### src/hdl/ppgab_pkg.sv
// Purpose: shared constants, register layouts and carriers of the
//          averaging, burst and presence sequencer
// Assumes: 50 MHz system clock, 32768 Hz sampling time base
// Notes:   register offsets are byte addresses on the plain port
package ppgab_pkg;

	// Clock and time base
	localparam int SYS_CLK_HZ  = 50_000_000;
	localparam int SYS_CLK_MHZ = 50;
	localparam int SMP_CLK_HZ  = 32768;
	localparam int TICK_CYC    = SYS_CLK_HZ / SMP_CLK_HZ;
	localparam int ADC_W       = 19;
	localparam int ACC_W       = ADC_W + 7;
	localparam int SLOTS       = 6;
	// Emitter settling times in ns, indexed by code
	localparam int SETTLE_NS [4] = '{4000, 6000, 8000, 12000};

	// Register offsets
	localparam logic [7:0] ADDR_EXPO   = 8'h10;
	localparam logic [7:0] ADDR_RATE   = 8'h12;
	localparam logic [7:0] ADDR_TIMING = 8'h13;
	localparam logic [7:0] ADDR_THRESH = 8'h14;
	localparam logic [7:0] ADDR_BIAS   = 8'h15;
	localparam logic [7:0] ADDR_SPIKE  = 8'h16;
	localparam logic [7:0] ADDR_ISTAT  = 8'h17;
	localparam logic [7:0] ADDR_IMASK  = 8'h18;
	localparam logic [7:0] ADDR_PROX   = 8'h19;
	localparam logic [3:0] LUT_DIS     = 4'hf;

	// Register layouts, field positions by declaration order
	typedef struct packed {logic [2:0] rsvd; logic [2:0] nexp; logic [1:0] tint;} ppgab_expo_s;
	typedef struct packed {logic [4:0] sr; logic [2:0] avg;} ppgab_rate_s;
	typedef struct packed {
		logic [1:0] settle; logic filt; logic [1:0] rsvd; logic [1:0] brate; logic ben;
	} ppgab_timing_s;
	typedef struct packed {logic p2; logic [2:0] b2; logic p1; logic [2:0] b1;} ppgab_bias_s;
	typedef struct packed {
		logic on; logic order; logic [1:0] coeff; logic [1:0] start; logic [1:0] gain;
	} ppgab_spike_s;

	// Reset values
	localparam ppgab_expo_s   RST_EXPO   = '{rsvd: 3'h0, nexp: 3'h1, tint: 2'h0};
	localparam ppgab_rate_s   RST_RATE   = '{sr: 5'h11, avg: 3'h0};
	localparam ppgab_timing_s RST_TIMING = '{settle: 2'h1, default: '0};
	localparam ppgab_spike_s  RST_SPIKE  = '{order: 1'h1, default: '0};

	// Carriers
	typedef struct packed {logic wr; logic rd; logic [7:0] addr; logic [7:0] wdata;} ppgab_bus_s;
	typedef struct packed {logic valid; logic [ADC_W-1:0] data;} ppgab_conv_s;
	typedef struct packed {logic valid; logic [2:0] slot; logic [ADC_W-1:0] data;} ppgab_fifo_s;
	typedef struct packed {
		logic [1:0] tint; logic filt; ppgab_bias_s bias; ppgab_spike_s spike;
	} ppgab_cfg_s;
	typedef enum logic [1:0] {S_WAIT, S_SETTLE, S_INTEG} ppgab_fsm_e;

	// Sample period in time base ticks per rate code
	function automatic logic [12:0] smp_ticks(input logic [4:0] c);
		case (c)
			5'h00, 5'h06: smp_ticks = 13'h51f;
			5'h01, 5'h07: smp_ticks = 13'h28f;
			5'h02, 5'h08: smp_ticks = 13'h186;
			5'h03, 5'h09: smp_ticks = 13'h148;
			5'h04: smp_ticks = 13'h0a4;
			5'h05: smp_ticks = 13'h052;
			5'h0a: smp_ticks = 13'h1000;
			5'h0b: smp_ticks = 13'h800;
			5'h0c: smp_ticks = 13'h400;
			5'h0d: smp_ticks = 13'h200;
			5'h0e: smp_ticks = 13'h100;
			5'h0f: smp_ticks = 13'h080;
			5'h10: smp_ticks = 13'h040;
			5'h11: smp_ticks = 13'h020;
			5'h12: smp_ticks = 13'h010;
			default: smp_ticks = 13'h008;
		endcase
	endfunction

	// Burst period in ticks: 8, 32, 84, 256 Hz
	function automatic logic [12:0] burst_ticks(input logic [1:0] c);
		case (c)
			2'h0: burst_ticks = 13'h1000;
			2'h1: burst_ticks = 13'h400;
			2'h2: burst_ticks = 13'h186;
			default: burst_ticks = 13'h080;
		endcase
	endfunction
endpackage

### src/hdl/ppgab_core.sv
// Purpose: averaging, burst sequencing, settling delay and presence
//          compare with its register file and interrupt
// Assumes: one i_conv result answers each o_adc_start
// Notes:   all state but the check helpers is one struct, filled in one comb process
// Summary of operation
// - average 2^code conversions per slot, then push
// - burst mode uses average code as burst length
// - in burst, clamp average code to largest fitting value
// - no fitting code at all disables burst
// - fit limit from rate and burst table
// - settle delay between emitter on and integration
// - single bit selects filter type a or b
// - burst repeat rate from two-bit code
// - burst off runs one cycle per sample period
// - burst on: group, push average, await repeat
// - too slow rate clears burst enable itself
// - one cycle is the ordered slot sequence
// - LED1 top byte at threshold raises presence
// - threshold all ones fires only on a top byte of all ones
// - spike replace enable bit drives function on
// - unsupported rate code stored as highest supported
// - average and rate codes share one register
//
// Our own choice: strobed register access.
`timescale 1ns/100ps
module ppgab_core #(
	parameter int TICK_DIV = ppgab_pkg::TICK_CYC
) (
	input  wire logic                  i_sys_clk,
	input  wire logic                  i_sys_rst,
	input  wire ppgab_pkg::ppgab_bus_s  i_bus,
	output logic [7:0]                 o_rdata,
	input  wire ppgab_pkg::ppgab_conv_s i_conv,
	output logic                       o_led_on,
	output logic                       o_adc_start,
	output logic [2:0]                 o_slot,
	output ppgab_pkg::ppgab_fifo_s      o_fifo,
	output ppgab_pkg::ppgab_cfg_s       o_cfg,
	output logic                       o_prox_mode,
	output logic                       o_irq
);
	import ppgab_pkg::*;

	// Time base divider must fit its counter
	if (TICK_DIV < 2 || TICK_DIV > 65535) begin : g_chk
		$error("TICK_DIV out of range");
	end

	// Whole module state, check helpers apart
	typedef struct packed {
		ppgab_expo_s                      expo;   // Exposure setup
		ppgab_rate_s                      rate;   // Rate and average
		ppgab_timing_s                    tim;    // Timing and burst
		logic [7:0]                       thr;    // Presence threshold
		ppgab_bias_s                      bias;   // Detector bias
		ppgab_spike_s                     spk;    // Spike replace
		logic [1:0]                       istat;  // Sticky events
		logic [1:0]                       imask;  // Event mask
		logic                             prox;   // Proximity mode
		logic [7:0]                       rdata;  // Read answer
		logic [15:0]                      tdiv;   // Tick divider
		logic [12:0]                      scnt;   // Sample period
		logic [12:0]                      bcnt;   // Burst period
		logic                             bact;   // Burst running
		ppgab_fsm_e                       fsm;    // Sequencer
		logic [2:0]                       slot;   // Current slot
		logic [9:0]                       cnt;    // Settle count
		logic [6:0]                       grp;    // Group position
		logic [SLOTS-1:0][ACC_W-1:0]      acc;    // Slot sums
		logic                             led;    // Emitter on
		logic                             adc;    // Start pulse
		ppgab_fifo_s                      fifo;   // Pushed result
	} ppgab_state_s;

	ppgab_state_s     st;         // Registered state
	ppgab_state_s     next_st;    // Next state
	logic [3:0]       lut;        // Fit limit, all ones when none
	logic [2:0]       eff_avg;    // Average code in use
	logic [2:0]       nslot;      // Slots per cycle
	logic             tick;       // Time base tick
	logic             smp_wrap;   // Sample period end
	logic             bwrap;      // Burst period end
	logic             grp_last;   // Last member of group
	logic [ACC_W-1:0] sum;        // Slot sum with new result
	logic [9:0]       settle_hcnt;// Cycles spent settling
	logic [1:0]       settle_cd;  // Settle code in use

	// Settling cycles, rounded up
	function automatic logic [9:0] settle_cyc(input logic [1:0] c);
		settle_cyc = 10'((SETTLE_NS[c] * SYS_CLK_MHZ + 999) / 1000);
	endfunction

	// fit limit table
	// Largest average code per rate, nibble per burst rate
	function automatic logic [3:0] avg_lut(input logic [4:0] sr, input logic [1:0] br);
		logic [15:0] row;
		case (sr)
			5'h00, 5'h06, 5'h0c: row = 16'hfff1;
			5'h01, 5'h07, 5'h0d: row = 16'hff02;
			5'h02, 5'h03, 5'h08, 5'h09: row = 16'hff13;
			5'h04: row = 16'hf024;
			5'h05: row = 16'hf135;
			5'h0b: row = 16'hfff0;
			5'h0e: row = 16'hf013;
			5'h0f: row = 16'hf124;
			5'h10: row = 16'hf235;
			5'h11: row = 16'h0346;
			5'h12: row = 16'h1457;
			5'h13: row = 16'h2567;
			default: row = 16'hffff;
		endcase
		avg_lut = row[{br, 2'h0} +: 4];
	endfunction

	// Nominal rate of a code, reserved codes rank highest
	function automatic logic [12:0] sps_of(input logic [4:0] c);
		case (c)
			5'h00, 5'h06: sps_of = 13'h019;
			5'h01, 5'h07: sps_of = 13'h032;
			5'h02, 5'h08: sps_of = 13'h054;
			5'h03, 5'h09: sps_of = 13'h064;
			5'h04: sps_of = 13'h0c8;
			5'h05: sps_of = 13'h190;
			default: sps_of = (c < 5'h14) ? 13'h1000 >> (5'h13 - c) : 13'h1fff;
		endcase
	endfunction

	// Slots per cycle, kept within 1 to 6
	function automatic logic [2:0] slots_of(input logic [2:0] n);
		slots_of = (n == 3'h0) ? 3'h1 : ((n > 3'h6) ? 3'h6 : n);
	endfunction

	// Highest code the exposure setup supports
	function automatic logic [4:0] max_code(input logic n2, input logic [2:0] ne,
			input logic [1:0] t);
		logic [19:0] row;
		if (n2) begin
			case (ne)
				3'h1: row = {4{5'h09}};
				3'h2: row = {5'h08, 5'h08, 5'h08, 5'h09};
				3'h3: row = {4{5'h07}};
				default: row = {4{5'h06}};
			endcase
		end else begin
			case (ne)
				3'h1: row = {5'h11, 5'h12, 5'h12, 5'h13};
				3'h2: row = {5'h10, 5'h11, 5'h11, 5'h12};
				3'h3: row = {5'h10, 5'h10, 5'h11, 5'h11};
				3'h4: row = {5'h05, 5'h10, 5'h10, 5'h11};
				3'h5: row = {5'h0f, 5'h10, 5'h10, 5'h10};
				default: row = {5'h0f, 5'h05, 5'h10, 5'h10};
			endcase
		end
		max_code = row[t * 5 +: 5];
	endfunction

	// Decodes shared by the sequencer and its checks
	always_comb begin
		lut = avg_lut(st.rate.sr, st.tim.brate);
		nslot = slots_of(st.expo.nexp);
		eff_avg = (st.tim.ben && lut != LUT_DIS && st.rate.avg > lut[2:0]) ? lut[2:0]
			: st.rate.avg;
		tick = st.tdiv == 16'(TICK_DIV - 1);
		smp_wrap = tick && st.scnt >= smp_ticks(st.rate.sr) - 13'h1;
		bwrap = tick && st.bcnt >= burst_ticks(st.tim.brate) - 13'h1;
		// Past the end too, so a lowered code never strands a group
		grp_last = st.grp >= 7'((8'h01 << eff_avg) - 8'h01);
		sum = st.acc[st.slot] + ACC_W'(i_conv.data);
	end

	// Next state
	always_comb begin
		logic [1:0] ev;
		logic [1:0] w1c;
		logic       go;
		logic [4:0] mc;
		ev = 2'h0;
		w1c = 2'h0;
		go = 1'b0;
		mc = 5'h00;
		next_st = st;
		next_st.adc = 1'b0;
		next_st.fifo.valid = 1'b0;
		next_st.rdata = 8'h00;
		// Time base and period counters
		next_st.tdiv = tick ? 16'h0 : st.tdiv + 16'h1;
		if (smp_wrap) begin
			next_st.scnt = 13'h0;
		end else if (tick) begin
			next_st.scnt = st.scnt + 13'h1;
		end
		if (bwrap) begin
			next_st.bcnt = 13'h0;
		end else if (tick) begin
			next_st.bcnt = st.bcnt + 13'h1;
		end
		if (st.fsm == S_WAIT) begin
			if (!st.tim.ben) begin
				go = smp_wrap;
			end else if (bwrap && !st.bact) begin
				go = 1'b1;
				next_st.bact = 1'b1;
				next_st.grp = 7'h0;
				next_st.acc = '0;
				next_st.scnt = 13'h0;
			end else begin
				go = st.bact && smp_wrap;
			end
		end
		// Slot sequencer
		case (st.fsm)
			S_WAIT: begin
				if (go) begin
					next_st.slot = 3'h0;
					next_st.led = 1'b1;
					next_st.cnt = settle_cyc(st.tim.settle) - 10'h1;
					next_st.fsm = S_SETTLE;
				end
			end
			S_SETTLE: begin
				if (st.cnt == 10'h0) begin
					next_st.adc = 1'b1;
					next_st.fsm = S_INTEG;
				end else begin
					next_st.cnt = st.cnt - 10'h1;
				end
			end
			S_INTEG: begin
				if (i_conv.valid) begin
					next_st.led = 1'b0;
					if (grp_last) begin
						next_st.fifo.valid = 1'b1;
						next_st.fifo.slot = st.slot;
						next_st.fifo.data = ADC_W'(sum >> eff_avg);
						next_st.acc[st.slot] = '0;
					end else begin
						next_st.acc[st.slot] = sum;
					end
					if (st.slot == 3'h0 && i_conv.data[ADC_W-1 -: 8] >= st.thr && st.prox) begin
						ev[0] = 1'b1;
					end
					// walk the slot sequence
					// Past the end too, so a shrunk sequence still closes
					if (st.slot >= nslot - 3'h1) begin
						next_st.fsm = S_WAIT;
						next_st.grp = grp_last ? 7'h0 : st.grp + 7'h1;
						if (grp_last) begin
							next_st.bact = 1'b0;
						end
					end else begin
						next_st.slot = st.slot + 3'h1;
						next_st.led = 1'b1;
						next_st.cnt = settle_cyc(st.tim.settle) - 10'h1;
						next_st.fsm = S_SETTLE;
					end
				end
			end
			default: begin
				next_st.fsm = S_WAIT;
			end
		endcase
		if (st.tim.ben && lut == LUT_DIS) begin
			next_st.tim.ben = 1'b0;
			next_st.bact = 1'b0;
			ev[1] = 1'b1;
		end
		if (!st.tim.ben) begin
			next_st.bact = 1'b0;
		end
		// Register writes
		if (i_bus.wr) begin
			case (i_bus.addr)
				ADDR_EXPO: next_st.expo = ppgab_expo_s'({3'h0, i_bus.wdata[4:0]});
				ADDR_RATE: begin
					mc = max_code(i_bus.wdata[7:3] inside {[5'h06:5'h09]},
						slots_of(st.expo.nexp), st.expo.tint);
					next_st.rate = i_bus.wdata;
					if (sps_of(i_bus.wdata[7:3]) > sps_of(mc)) begin
						next_st.rate.sr = mc;
					end
				end
				ADDR_TIMING: next_st.tim = ppgab_timing_s'(i_bus.wdata & 8'he7);
				ADDR_THRESH: next_st.thr = i_bus.wdata;
				ADDR_BIAS: next_st.bias = ppgab_bias_s'(i_bus.wdata & 8'h77);
				ADDR_SPIKE: next_st.spk = i_bus.wdata;
				ADDR_ISTAT: w1c = i_bus.wdata[1:0];
				ADDR_IMASK: next_st.imask = i_bus.wdata[1:0];
				ADDR_PROX: next_st.prox = st.prox | i_bus.wdata[0];
				default: ;
			endcase
		end
		if (ev[0]) begin
			next_st.prox = 1'b0;
		end
		// Events win over a same-cycle clear
		next_st.istat = (st.istat & ~w1c) | ev;
		// Register reads, answer next cycle only
		if (i_bus.rd) begin
			case (i_bus.addr)
				ADDR_EXPO: next_st.rdata = st.expo;
				ADDR_RATE: next_st.rdata = st.rate;
				ADDR_TIMING: next_st.rdata = st.tim;
				ADDR_THRESH: next_st.rdata = st.thr;
				ADDR_BIAS: next_st.rdata = st.bias;
				ADDR_SPIKE: next_st.rdata = st.spk;
				ADDR_ISTAT: next_st.rdata = {6'h00, st.istat};
				ADDR_IMASK: next_st.rdata = {6'h00, st.imask};
				ADDR_PROX: next_st.rdata = {7'h00, st.prox};
				default: next_st.rdata = 8'h00;
			endcase
		end
		// Synchronous reset
		if (i_sys_rst) begin
			next_st = '0;
			next_st.expo = RST_EXPO;
			next_st.rate = RST_RATE;
			next_st.tim = RST_TIMING;
			next_st.spk = RST_SPIKE;
		end
	end

	// State register
	always_ff @(posedge i_sys_clk) begin
		st <= next_st;
	end

	// Outputs
	assign o_rdata = st.rdata;
	assign o_led_on = st.led;
	assign o_adc_start = st.adc;
	assign o_slot = st.slot;
	assign o_fifo = st.fifo;
	assign o_prox_mode = st.prox;
	assign o_irq = |(st.istat & st.imask);
	assign o_cfg = '{tint: st.expo.tint, filt: st.tim.filt, bias: st.bias, spike: st.spk};

	// Check helper: cycles spent settling, code latched at settle start
	always_ff @(posedge i_sys_clk) begin
		settle_hcnt <= (i_sys_rst || st.fsm != S_SETTLE) ? 10'h0 : settle_hcnt + 10'h1;
		settle_cd <= (st.fsm == S_SETTLE) ? settle_cd : st.tim.settle;
	end
endmodule // ppgab_core

### config.mk
export PLATFORM = sky130hd
export DESIGN_NAME = ppgab_core
export DESIGN_NICKNAME = d
export VERILOG_FILES = /design/src/hdl/ppgab_pkg.sv /design/src/hdl/ppgab_core.sv
export SDC_FILE = /design/constraint.sdc
export NUM_CORES = 1
export LEC_CHECK = 0
export ABC_CLOCK_PERIOD_IN_PS = 14350
export BUFFER_PORTS_ARGS = -buffer_cell sky130_fd_sc_hd__buf_2
export CAP_MARGIN = 30
export CORE_ASPECT_RATIO = 1.1
export CORE_MARGIN = 2
export CORE_UTILIZATION = 24
export DETAILED_ROUTE_END_ITERATION = 10
export PLACE_DENSITY = 0.38
export SLEW_MARGIN = 40
export SYNTH_ARGS = -nofsm -noshare
export SYNTH_HDL_FRONTEND = slang
export SYNTH_SLANG_ARGS = --single-unit
### constraint.sdc
create_clock -name i_sys_clk -period 14.35 [get_ports i_sys_clk]
set_input_delay 1.435 -clock i_sys_clk [delete_from_list [all_inputs] [get_ports i_sys_clk]]
set_output_delay 1.435 -clock i_sys_clk [all_outputs]
set_load 0.02 [all_outputs]
## Yosys cells after proc, flatten, opt, wreduce, memory -nomap -nowiden

Memories as Yosys holds them, arrays and structs flattened. A register that Yosys moved wholly into a read port is not among the register bits.
Cells that the tools add are included.

| cells by class | value |
|---|---|
| $add $sub $neg | 15 |
| multiply operators | 2 |
| divide/modulo/power cells | 1 |
| magnitude comparators | 15 |
| equal/unequal tests | 44 |
| shift-type cells | 6 |
| muxes and demuxes | 78 |
| bitwise logic cells | 13 |
| reductions and logical operators | 50 |

Operators by type and width:

| cell | number |
|---|---|
| $mux 163 | 4 |
| $mux 180 | 1 |
| $and 156x156->156 | 1 |
| $bwmux 156 | 1 |
| $mux 13 | 12 |
| $mux 156 | 1 |
| $not 156->156 | 1 |
| $pmux 13 s6 | 2 |
| $pmux 20 s5 | 1 |
| $bmux 26 s3 | 1 |
| $demux 26 s3 | 1 |
| $eq 8x5->1 const B | 9 |
| $pmux 8 s9 | 1 |
| $bmux 32 s2 | 1 |
| $mux 32 | 2 |
| $mux 20 | 3 |
| $pmux 19 s3 | 1 |
| $mux 26 | 2 |
| $eq 5x3->1 const B | 8 |
| $pmux 13 s3 | 1 |
| $add 32x11->32 const B | 1 |
| $div 32x11->32 const B | 1 |
| $mul 32x6->31 const B | 1 |
| $pmux 10 s3 | 1 |
| other kinds (75) | 166 |

| storage, ports and cells | value |
|---|---|
| register bits after elaboration | 300 |
| bits in read-only memories | 928 |
| input bits | 40 |
| output and inout bits | 57 |
| logic and storage cells | 265 |
| memories | 2 |

Memories:

| memory | depth | width | read ports | clocked after Yosys merged registers in | write ports | line | RTL |
|---|---|---|---|---|---|---|---|
| (no name shown) | 32 | 16 | 1 | 1 | 0 | ppgab_core.sv:97 | `case (sr)` |
| (no name shown) | 32 | 13 | 1 | 1 | 0 | ppgab_pkg.sv:58 | `case (c)` |

## Longest topological paths before layout

Gate-level depths: netlist of the first run.

| logic depth | value |
|---|---|
| word-level depth | 19 |
| depth in mapped cells | 28 |
| gate-level depth less buffers | 26 |

## Least setup slack after synthesis of the first run

OpenSTA, ideal clock, no wires.

| path | value |
|---|---|
| path kind | in2reg |
| from | in i_bus[5] in the netlist's numbering |
| to | reg with a tool-made name |
| library setup time | 141 ps |
| data arrival time | 7,069 ps |
| required time | 14,209 ps |
| setup slack | 7,141 ps |
| cell stages on the path | 27 |
| path buffers | 2 |
| path through | clkbuf_1 clkinv_1 ha_1 nand2_1 a211o_1 a21oi_4 mux2i_1 inv_1 ha_1 clkbuf_1 xnor2_1 nand3_1 o21ai_0 nand2_1 ha_1 or4_1 a221oi_1 nand2b_1 o21ai_2 and3_1 a221oi_2 nor2_1 inv_1 ha_1 nor2_1 a221oi_1 a22oi_1 |

RTL lines:

| item | line | RTL |
|---|---|---|
| from (decl) | ppgab_core.sv:31 | `input wire ppgab_pkg::ppgab_bus_s i_bus,` |

==> impl_metrics.toml, run 1 <==
[global_routing]
grtUsageMet1_pct = 22.1
grt_busiest_layer = "met2"
grt-ovfl-total = 0
globalRouteMet2Util_pct = 27.5
antenna_found_initial = 3
grt_first_pass_wirelength_um = 108000
grt_pass1_vias = 17500
grt_start_max_net_pins = 97
gr-usage-met3_pct = 2.20
groute.usage.overall_pct = 16.4

[setup_path]
crit_path_end_kind = "flip-flop"
critical_path.max_fanout = 11
timing.rr.start = "st[303]"
worstPathRequired_ns = 14.78
slowest_stage = "mux2i_1"
worstSetupStartpoint = "i_bus[5]"
criticalPathCategory = "in2reg"
critPathMostFrequentCell = "ha_1"
slowest_delay_ns = 0.54
crit_path_start_kind = "primary input"
arrival_ns = 8.37

[clock_network]
htreeDepth = 2
postCtsSetupBuffers = 0
worst_setup_hold_path_clk_slew_ns = 0.05
cts-buffers-inserted = 43
insertion_delay_ns = 0.58
cts_resized = 0
cts_sinks = 328
clock-root-buffer = "clkbuf_16"
cts_hold_buf = 0
cts_buffer_depth = 3
cts_tree = "built"

[flow_run]
cap_violations = 0

[pwr]
power_mw = 2.27
power_density_mw_per_mm2 = 102
p_leak_nw = 8.84
peakVddDrop_v = 0.0000660

[finish]
multi_input_area_mm2 = 0.0120
post-route-util_pct = 27.7
nNetsFinal = 2524
area_growth_syn_to_layout_pct = 13.9
fillers = 8659
ff_latch_area_mm2 = 0.00657
drive_gt1_share_pct = 12.1

[floorplan]
die_w_um = 276
core-area_mm2 = 0.0806
io_pins = 97
die_height_um = 304
start_util_pct = 24.3
core.rowCount = 109
dieArea_mm2 = 0.0839

[timing]
worst_pin_slew_ns = 0.885
period_needed_ns = 7.94
finalSetupTns_ns = 0
fmax_mhz = 126
final_hold_viol_count = 0
slew_violations = 0
whs_ns = 0.454
clock_skew_ns = 0.0215
rsz0062_at_grt = "false"
finalSetupViolCount = 0
period_share_pct = 55.3
slew_headroom_pct = 41.0

[logic_synthesis]
yosysSeqAreaShare_pct = 33.5
synth-edff-count = 0
synth_most_common_cell = "nor2_1"
syn-cell-area_mm2 = 0.0196
synth_top_area_share_pct = 33.5
synth.avg_cell_area_um2 = 8.25
synthTopCellsByCount = "nor2_1, dfxtp_1, a22oi_1"
ys_ff_latch = 328
synth_area_leaders = "dfxtp_1, a22oi_1, ha_1"
ys_types = 95
syn_inst = 2373
synth_area_leader_cell = "dfxtp_1"
synth_flop_cell = "dfxtp_1"
ys.warnings.count = 0
synth-async-reset-ratio_pct = 0

[routing]
wl_per_cell_um = 20.5
wl_um = 70700
first_iter_violations = 1301
routed_via_density = 5.15
dr_total_vias = 17700
drc = 0
postRouteAntennaNets = 0
drt_first_pass_iters = 5

[hold_path]
hold_start = "o_fifo[21]"
hold_class = "reg2reg"

[status]
status = "finished clean"

[place]
place_hpwl_um = 48600
numPortBuffers = 94
gp_congestion = 0.799
==> routing by layer <==
layer	part of all wire, %	up-vias	wire length, um
met5	0.021	-	15
met4	2.5	2	1800
met3	4.0	100	2810
met2	46	396	32400
met1	48	8694	33600
li1	-	8531	-
==> final timing paths <==
kind | to | slack, ns | cells past startpoint
min | o_fifo[21] | 0.45 | 2
max reg2reg | flip-flop | 7.19 | 24
max | flip-flop | 6.41 | 26
min reg2reg | o_fifo[21] | 0.45 | 2
==> cells in the final DEF, fill, tap and decap left out, types with 13 or more instances in the layout <==
cell	Yosys	final
a221oi_1	13	13
a22oi_1	222	222
buf_4	53	34
mux2i_1	69	69
dfxtp_1	328	328
nand4_1	14	14
nand3_1	60	60
buf_2	16	93
a31oi_1	23	23
o21ai_0	92	92
xnor2_1	34	27
and3_1	29	24
ha_1	132	132
inv_1	72	72
nor2b_1	14	14
xor2_1	35	30
and2_1	13	13
nor3_1	38	31
a21oi_1	128	121
a21o_1	34	34
or3_1	18	18
mux2_2	19	19
nor4_1	16	16
nand2_1	164	164
nor2_1	348	348
nand2b_1	19	19
clkbuf_16	0	43
o21a_1	16	16
a211oi_1	30	30
==> cell type report <==
| cell class | instances | area share [%] |
|---|---|---|
| multi-input combinational | 1773 | 53.7 |
| antenna | 1 | 0.0112 |
| inverter | 76 | 1.28 |
| tap | 1054 | 5.92 |
| clock buffer | 62 | 5.64 |
| clock inverter | 16 | 0.668 |
| timing repair buffer | 129 | 3.35 |
| sequential | 328 | 29.5 |
==> stage by stage <==
step	instances	area [um^2]	worst slack, ns
after floorplan	2374	19600	7.14
after global placement	3360	20800	5.97
after CTS	3438	22300	6.44
after global routing	3438	22300	5.59
after detailed placement	3360	20900	5.83
final	3439	22300	6.41
==> kinds of logic (layout without fill, tap and decap cells) <==
family | Yosys count | count (layout) | synth area share (%)
muxes | 98 | 98 | 5.68
DFF | 328 | 328 | 33.5
xor gates and xnor gates | 69 | 69 | 3.09
and+or+nand+nor | 779 | 779 | 18.2
buffers and inverters | 273 | 283 | 6.35
other | 1 | 3 | 0.0192
adders and majority gates | 133 | 133 | 8.54
AOI/OAI and AO/OA | 692 | 692 | 24.5
==> state kept, by name, indices dropped and copies added (netlist names), named ones only <==
signal / count
o_adc_start: 1
o_cfg: 17
o_fifo: 23
o_led_on: 1
o_prox_mode: 1
o_rdata: 8
o_slot: 3
st: 246
==> power breakdown <==
group | internal, mW | switching (mW)
clock network | 0.645 | 0.435
logic | 0.0763 | 0.168
registers | 0.927 | 0.0160
==> critical path, delay by kind of cell <==
kind / cells / cell delay, ns
AOI/OAI and AO/OA: 11 / 2.92
and+or+nand+nor: 6 / 1.26
adders and majority gates: 4 / 1.35
muxes: 1 / 0.54
buffers and inverters: 4 / 0.85
(Power assumes the default switching activity.)
==> run 2: changes to the inputs <==
- ABC_AREA: default -> 1
- ABC_CLOCK_PERIOD_IN_PS: 14350 -> 7250
- PLACE_DENSITY: 0.38 -> 0.39
- clock period: 14.35 -> 7.25 ns (I/O delays scaled with it)
==> impl_metrics.toml, run 2 <==
[logic_synthesis]
synth_most_common_cell = "nand2_1"
ys_ff_latch = 328
synthTopCellsByCount = "nand2_1, dfxtp_1, inv_1"
syn-cell-area_mm2 = 0.0201
synth_area_leader_cell = "dfxtp_1"
ys_types = 64
synth-edff-count = 0
syn_inst = 2967
synth_top_area_share_pct = 32.7
synth.avg_cell_area_um2 = 6.78
synth_flop_cell = "dfxtp_1"
synth_area_leaders = "dfxtp_1, nand2_1, ha_1"
synth-async-reset-ratio_pct = 0
ys.warnings.count = 0
yosysSeqAreaShare_pct = 32.7

[routing]
wl_um = 74900
postRouteAntennaNets = 0
routed_via_density = 4.72
drt_first_pass_iters = 5
first_iter_violations = 1228
dr_total_vias = 19400
wl_per_cell_um = 18.3
drc = 0

[place]
placed_area_mm2 = 0.0214
place_hpwl_um = 56000
numPortBuffers = 94
gp_congestion = 0.878

[hold_path]
hold_start = "st[82]"
hold_class = "reg2reg"

[timing]
worst_pin_slew_ns = 0.846
fmax_mhz = 152
clock_skew_ns = 0.0239
period_share_pct = 90.5
rsz0062_at_grt = "false"
period_needed_ns = 6.56
finalSetupTns_ns = 0
slew_headroom_pct = 43.4
finalSetupViolCount = 0
final_hold_viol_count = 0
slew_violations = 0

[clock_network]
clock-root-buffer = "clkbuf_16"
htreeDepth = 2
cts_sinks = 328
insertion_delay_ns = 0.59
cts-buffers-inserted = 42
worst_setup_hold_path_clk_slew_ns = 0.06
cts_tree = "built"
cts_buffer_depth = 3

[setup_path]
critical_path.max_fanout = 10
worstPathRequired_ns = 7.76
reg2reg_slack_ns = 0.69
critPathMostFrequentCell = "nor2_1"
arrival_ns = 7.07
crit_path_end_kind = "flip-flop"
r2r_cells = 32
slowest_delay_ns = 0.49
crit_path_start_kind = "flip-flop"
worstSetupStartpoint = "st[302]"
timing.rr.start = "st[302]"
criticalPathCategory = "reg2reg"
slowest_stage = "dfxtp_1"

[global_routing]
grt_start_max_net_pins = 62
groute.usage.overall_pct = 17.2
grt_pass1_vias = 19100
grt_first_pass_wirelength_um = 115000
grt-ovfl-total = 0
antenna_found_initial = 1

[status]
status = "finished clean"

[finish]
regMostFlops = "st"
multi_input_area_mm2 = 0.0115
fillers = 9296
stdcell_area_mm2 = 0.0229
largest_reg_flops = 246
layout_commonest_cell = "nand2_1"
ff_latch_area_mm2 = 0.00657
diodes = 0
drive_gt1_share_pct = 8.85
area_growth_syn_to_layout_pct = 13.7
nNetsFinal = 3169
mostFrequentLayoutCells = "nand2_1, dfxtp_1, inv_1, a21oi_1, nor2_1"

[floorplan]
io_pins = 97
dieArea_mm2 = 0.0861
start_util_pct = 24.2
die_w_um = 280
core.rowCount = 111
core-area_mm2 = 0.0832
die_height_um = 308

[pwr]
power_density_mw_per_mm2 = 216
peakVddDrop_v = 0.000155
p_leak_nw = 9.94

[flow_run]
cap_violations = 0
[run 2: cell count changes after synthesis, sizes merged, moves of 125 or more]
cell   previous run  this run
nand2           165       793
inv              73       331
a22oi           222        49
a21oi           131       278
nand3            60       196
nor2            348       223
[run 2: stage by stage]
step / total power, mW / worst slack, ns / instances / hold slack [ns] / utilization, %
after floorplan: 2.55 / 1.91 / 2968 / 0.437 / -
after global placement: 2.81 / 0.702 / 4025 / 0.453 / 25.8
after detailed placement: 2.79 / 0.649 / 4025 / 0.452 / 25.8
after CTS: 5.01 / 0.617 / 4102 / 0.451 / 27.5
after global routing: 5.20 / 0.0375 / 4102 / 0.476 / 27.5
final: 4.93 / 0.687 / 4102 / 0.459 / 27.5
[run 2: cells by family (layout without fill, tap and decap cells)]
kind of cell	Yosys count	in the layout	synth area share (%)
AND/OR/NAND/NOR	1347	1347	28.5
buffers and inverters	488	549	10.4
flip-flops	328	328	32.7
AO/OA/AOI/OAI	612	612	17.6
XOR/XNOR	58	58	2.53
other	1	2	0.0186
adder cells (fa/ha/maj)	133	133	8.31
[run 2: routing by layer]
metal | vias up | global-route usage (%) | wire, um
li1 | 9884 | - | -
met1 | 9049 | 22.1 | 34200
met2 | 327 | 30.6 | 36600
met3 | 90 | 2.18 | 2420
met4 | 0 | 3.99 | 1610
met5 | - | 0 | 0
[run 2: worst max-delay path, delay by kind of cell (launching register included)]
| family | cells | cell delay, ns |
|---|---|---|
| AOI/OAI and AO/OA | 10 | 1.89 |
| adders and majority gates | 5 | 1.36 |
| and+or+nand+nor | 12 | 2.05 |
| DFF | 1 | 0.49 |
| buffers and inverters | 4 | 0.52 |
| xor gates and xnor gates | 1 | 0.15 |
[run 2: layout make-up]
class / instances / share of cell area [%]
Clock buffer: 65 / 5.54
Clock inverter: 12 / 0.695
Inverter: 336 / 5.51
Multi-Input combinational cell: 2152 / 50.2
Sequential cell: 328 / 28.7
Tap cell: 1073 / 5.87
Timing Repair Buffer: 136 / 3.45
[run 2: report_power, final]
group	switching, mW	internal, mW	leakage [nW]	total, mW
sequential	0.0415	1.86	2.65	1.90
clock	0.867	1.31	0.697	2.18
combinational	0.594	0.256	6.60	0.849
total	1.50	3.43	9.94	4.93
[run 2: how the worst min path moves through the flow]
stage	endpoint	depth (start not counted)
detailed placement	st[86]	2
floorplan	st[256]	2
CTS	o_cfg[14]	3
global route	st[27]	2
global placement	st[27]	2
finish	st[82]	2
[run 2: what timing repair did]
action,CTS,global route
hold buffers,0,0
endpoints found under the setup margin,0,4
setup buffers,0,0
resized for setup,0,1
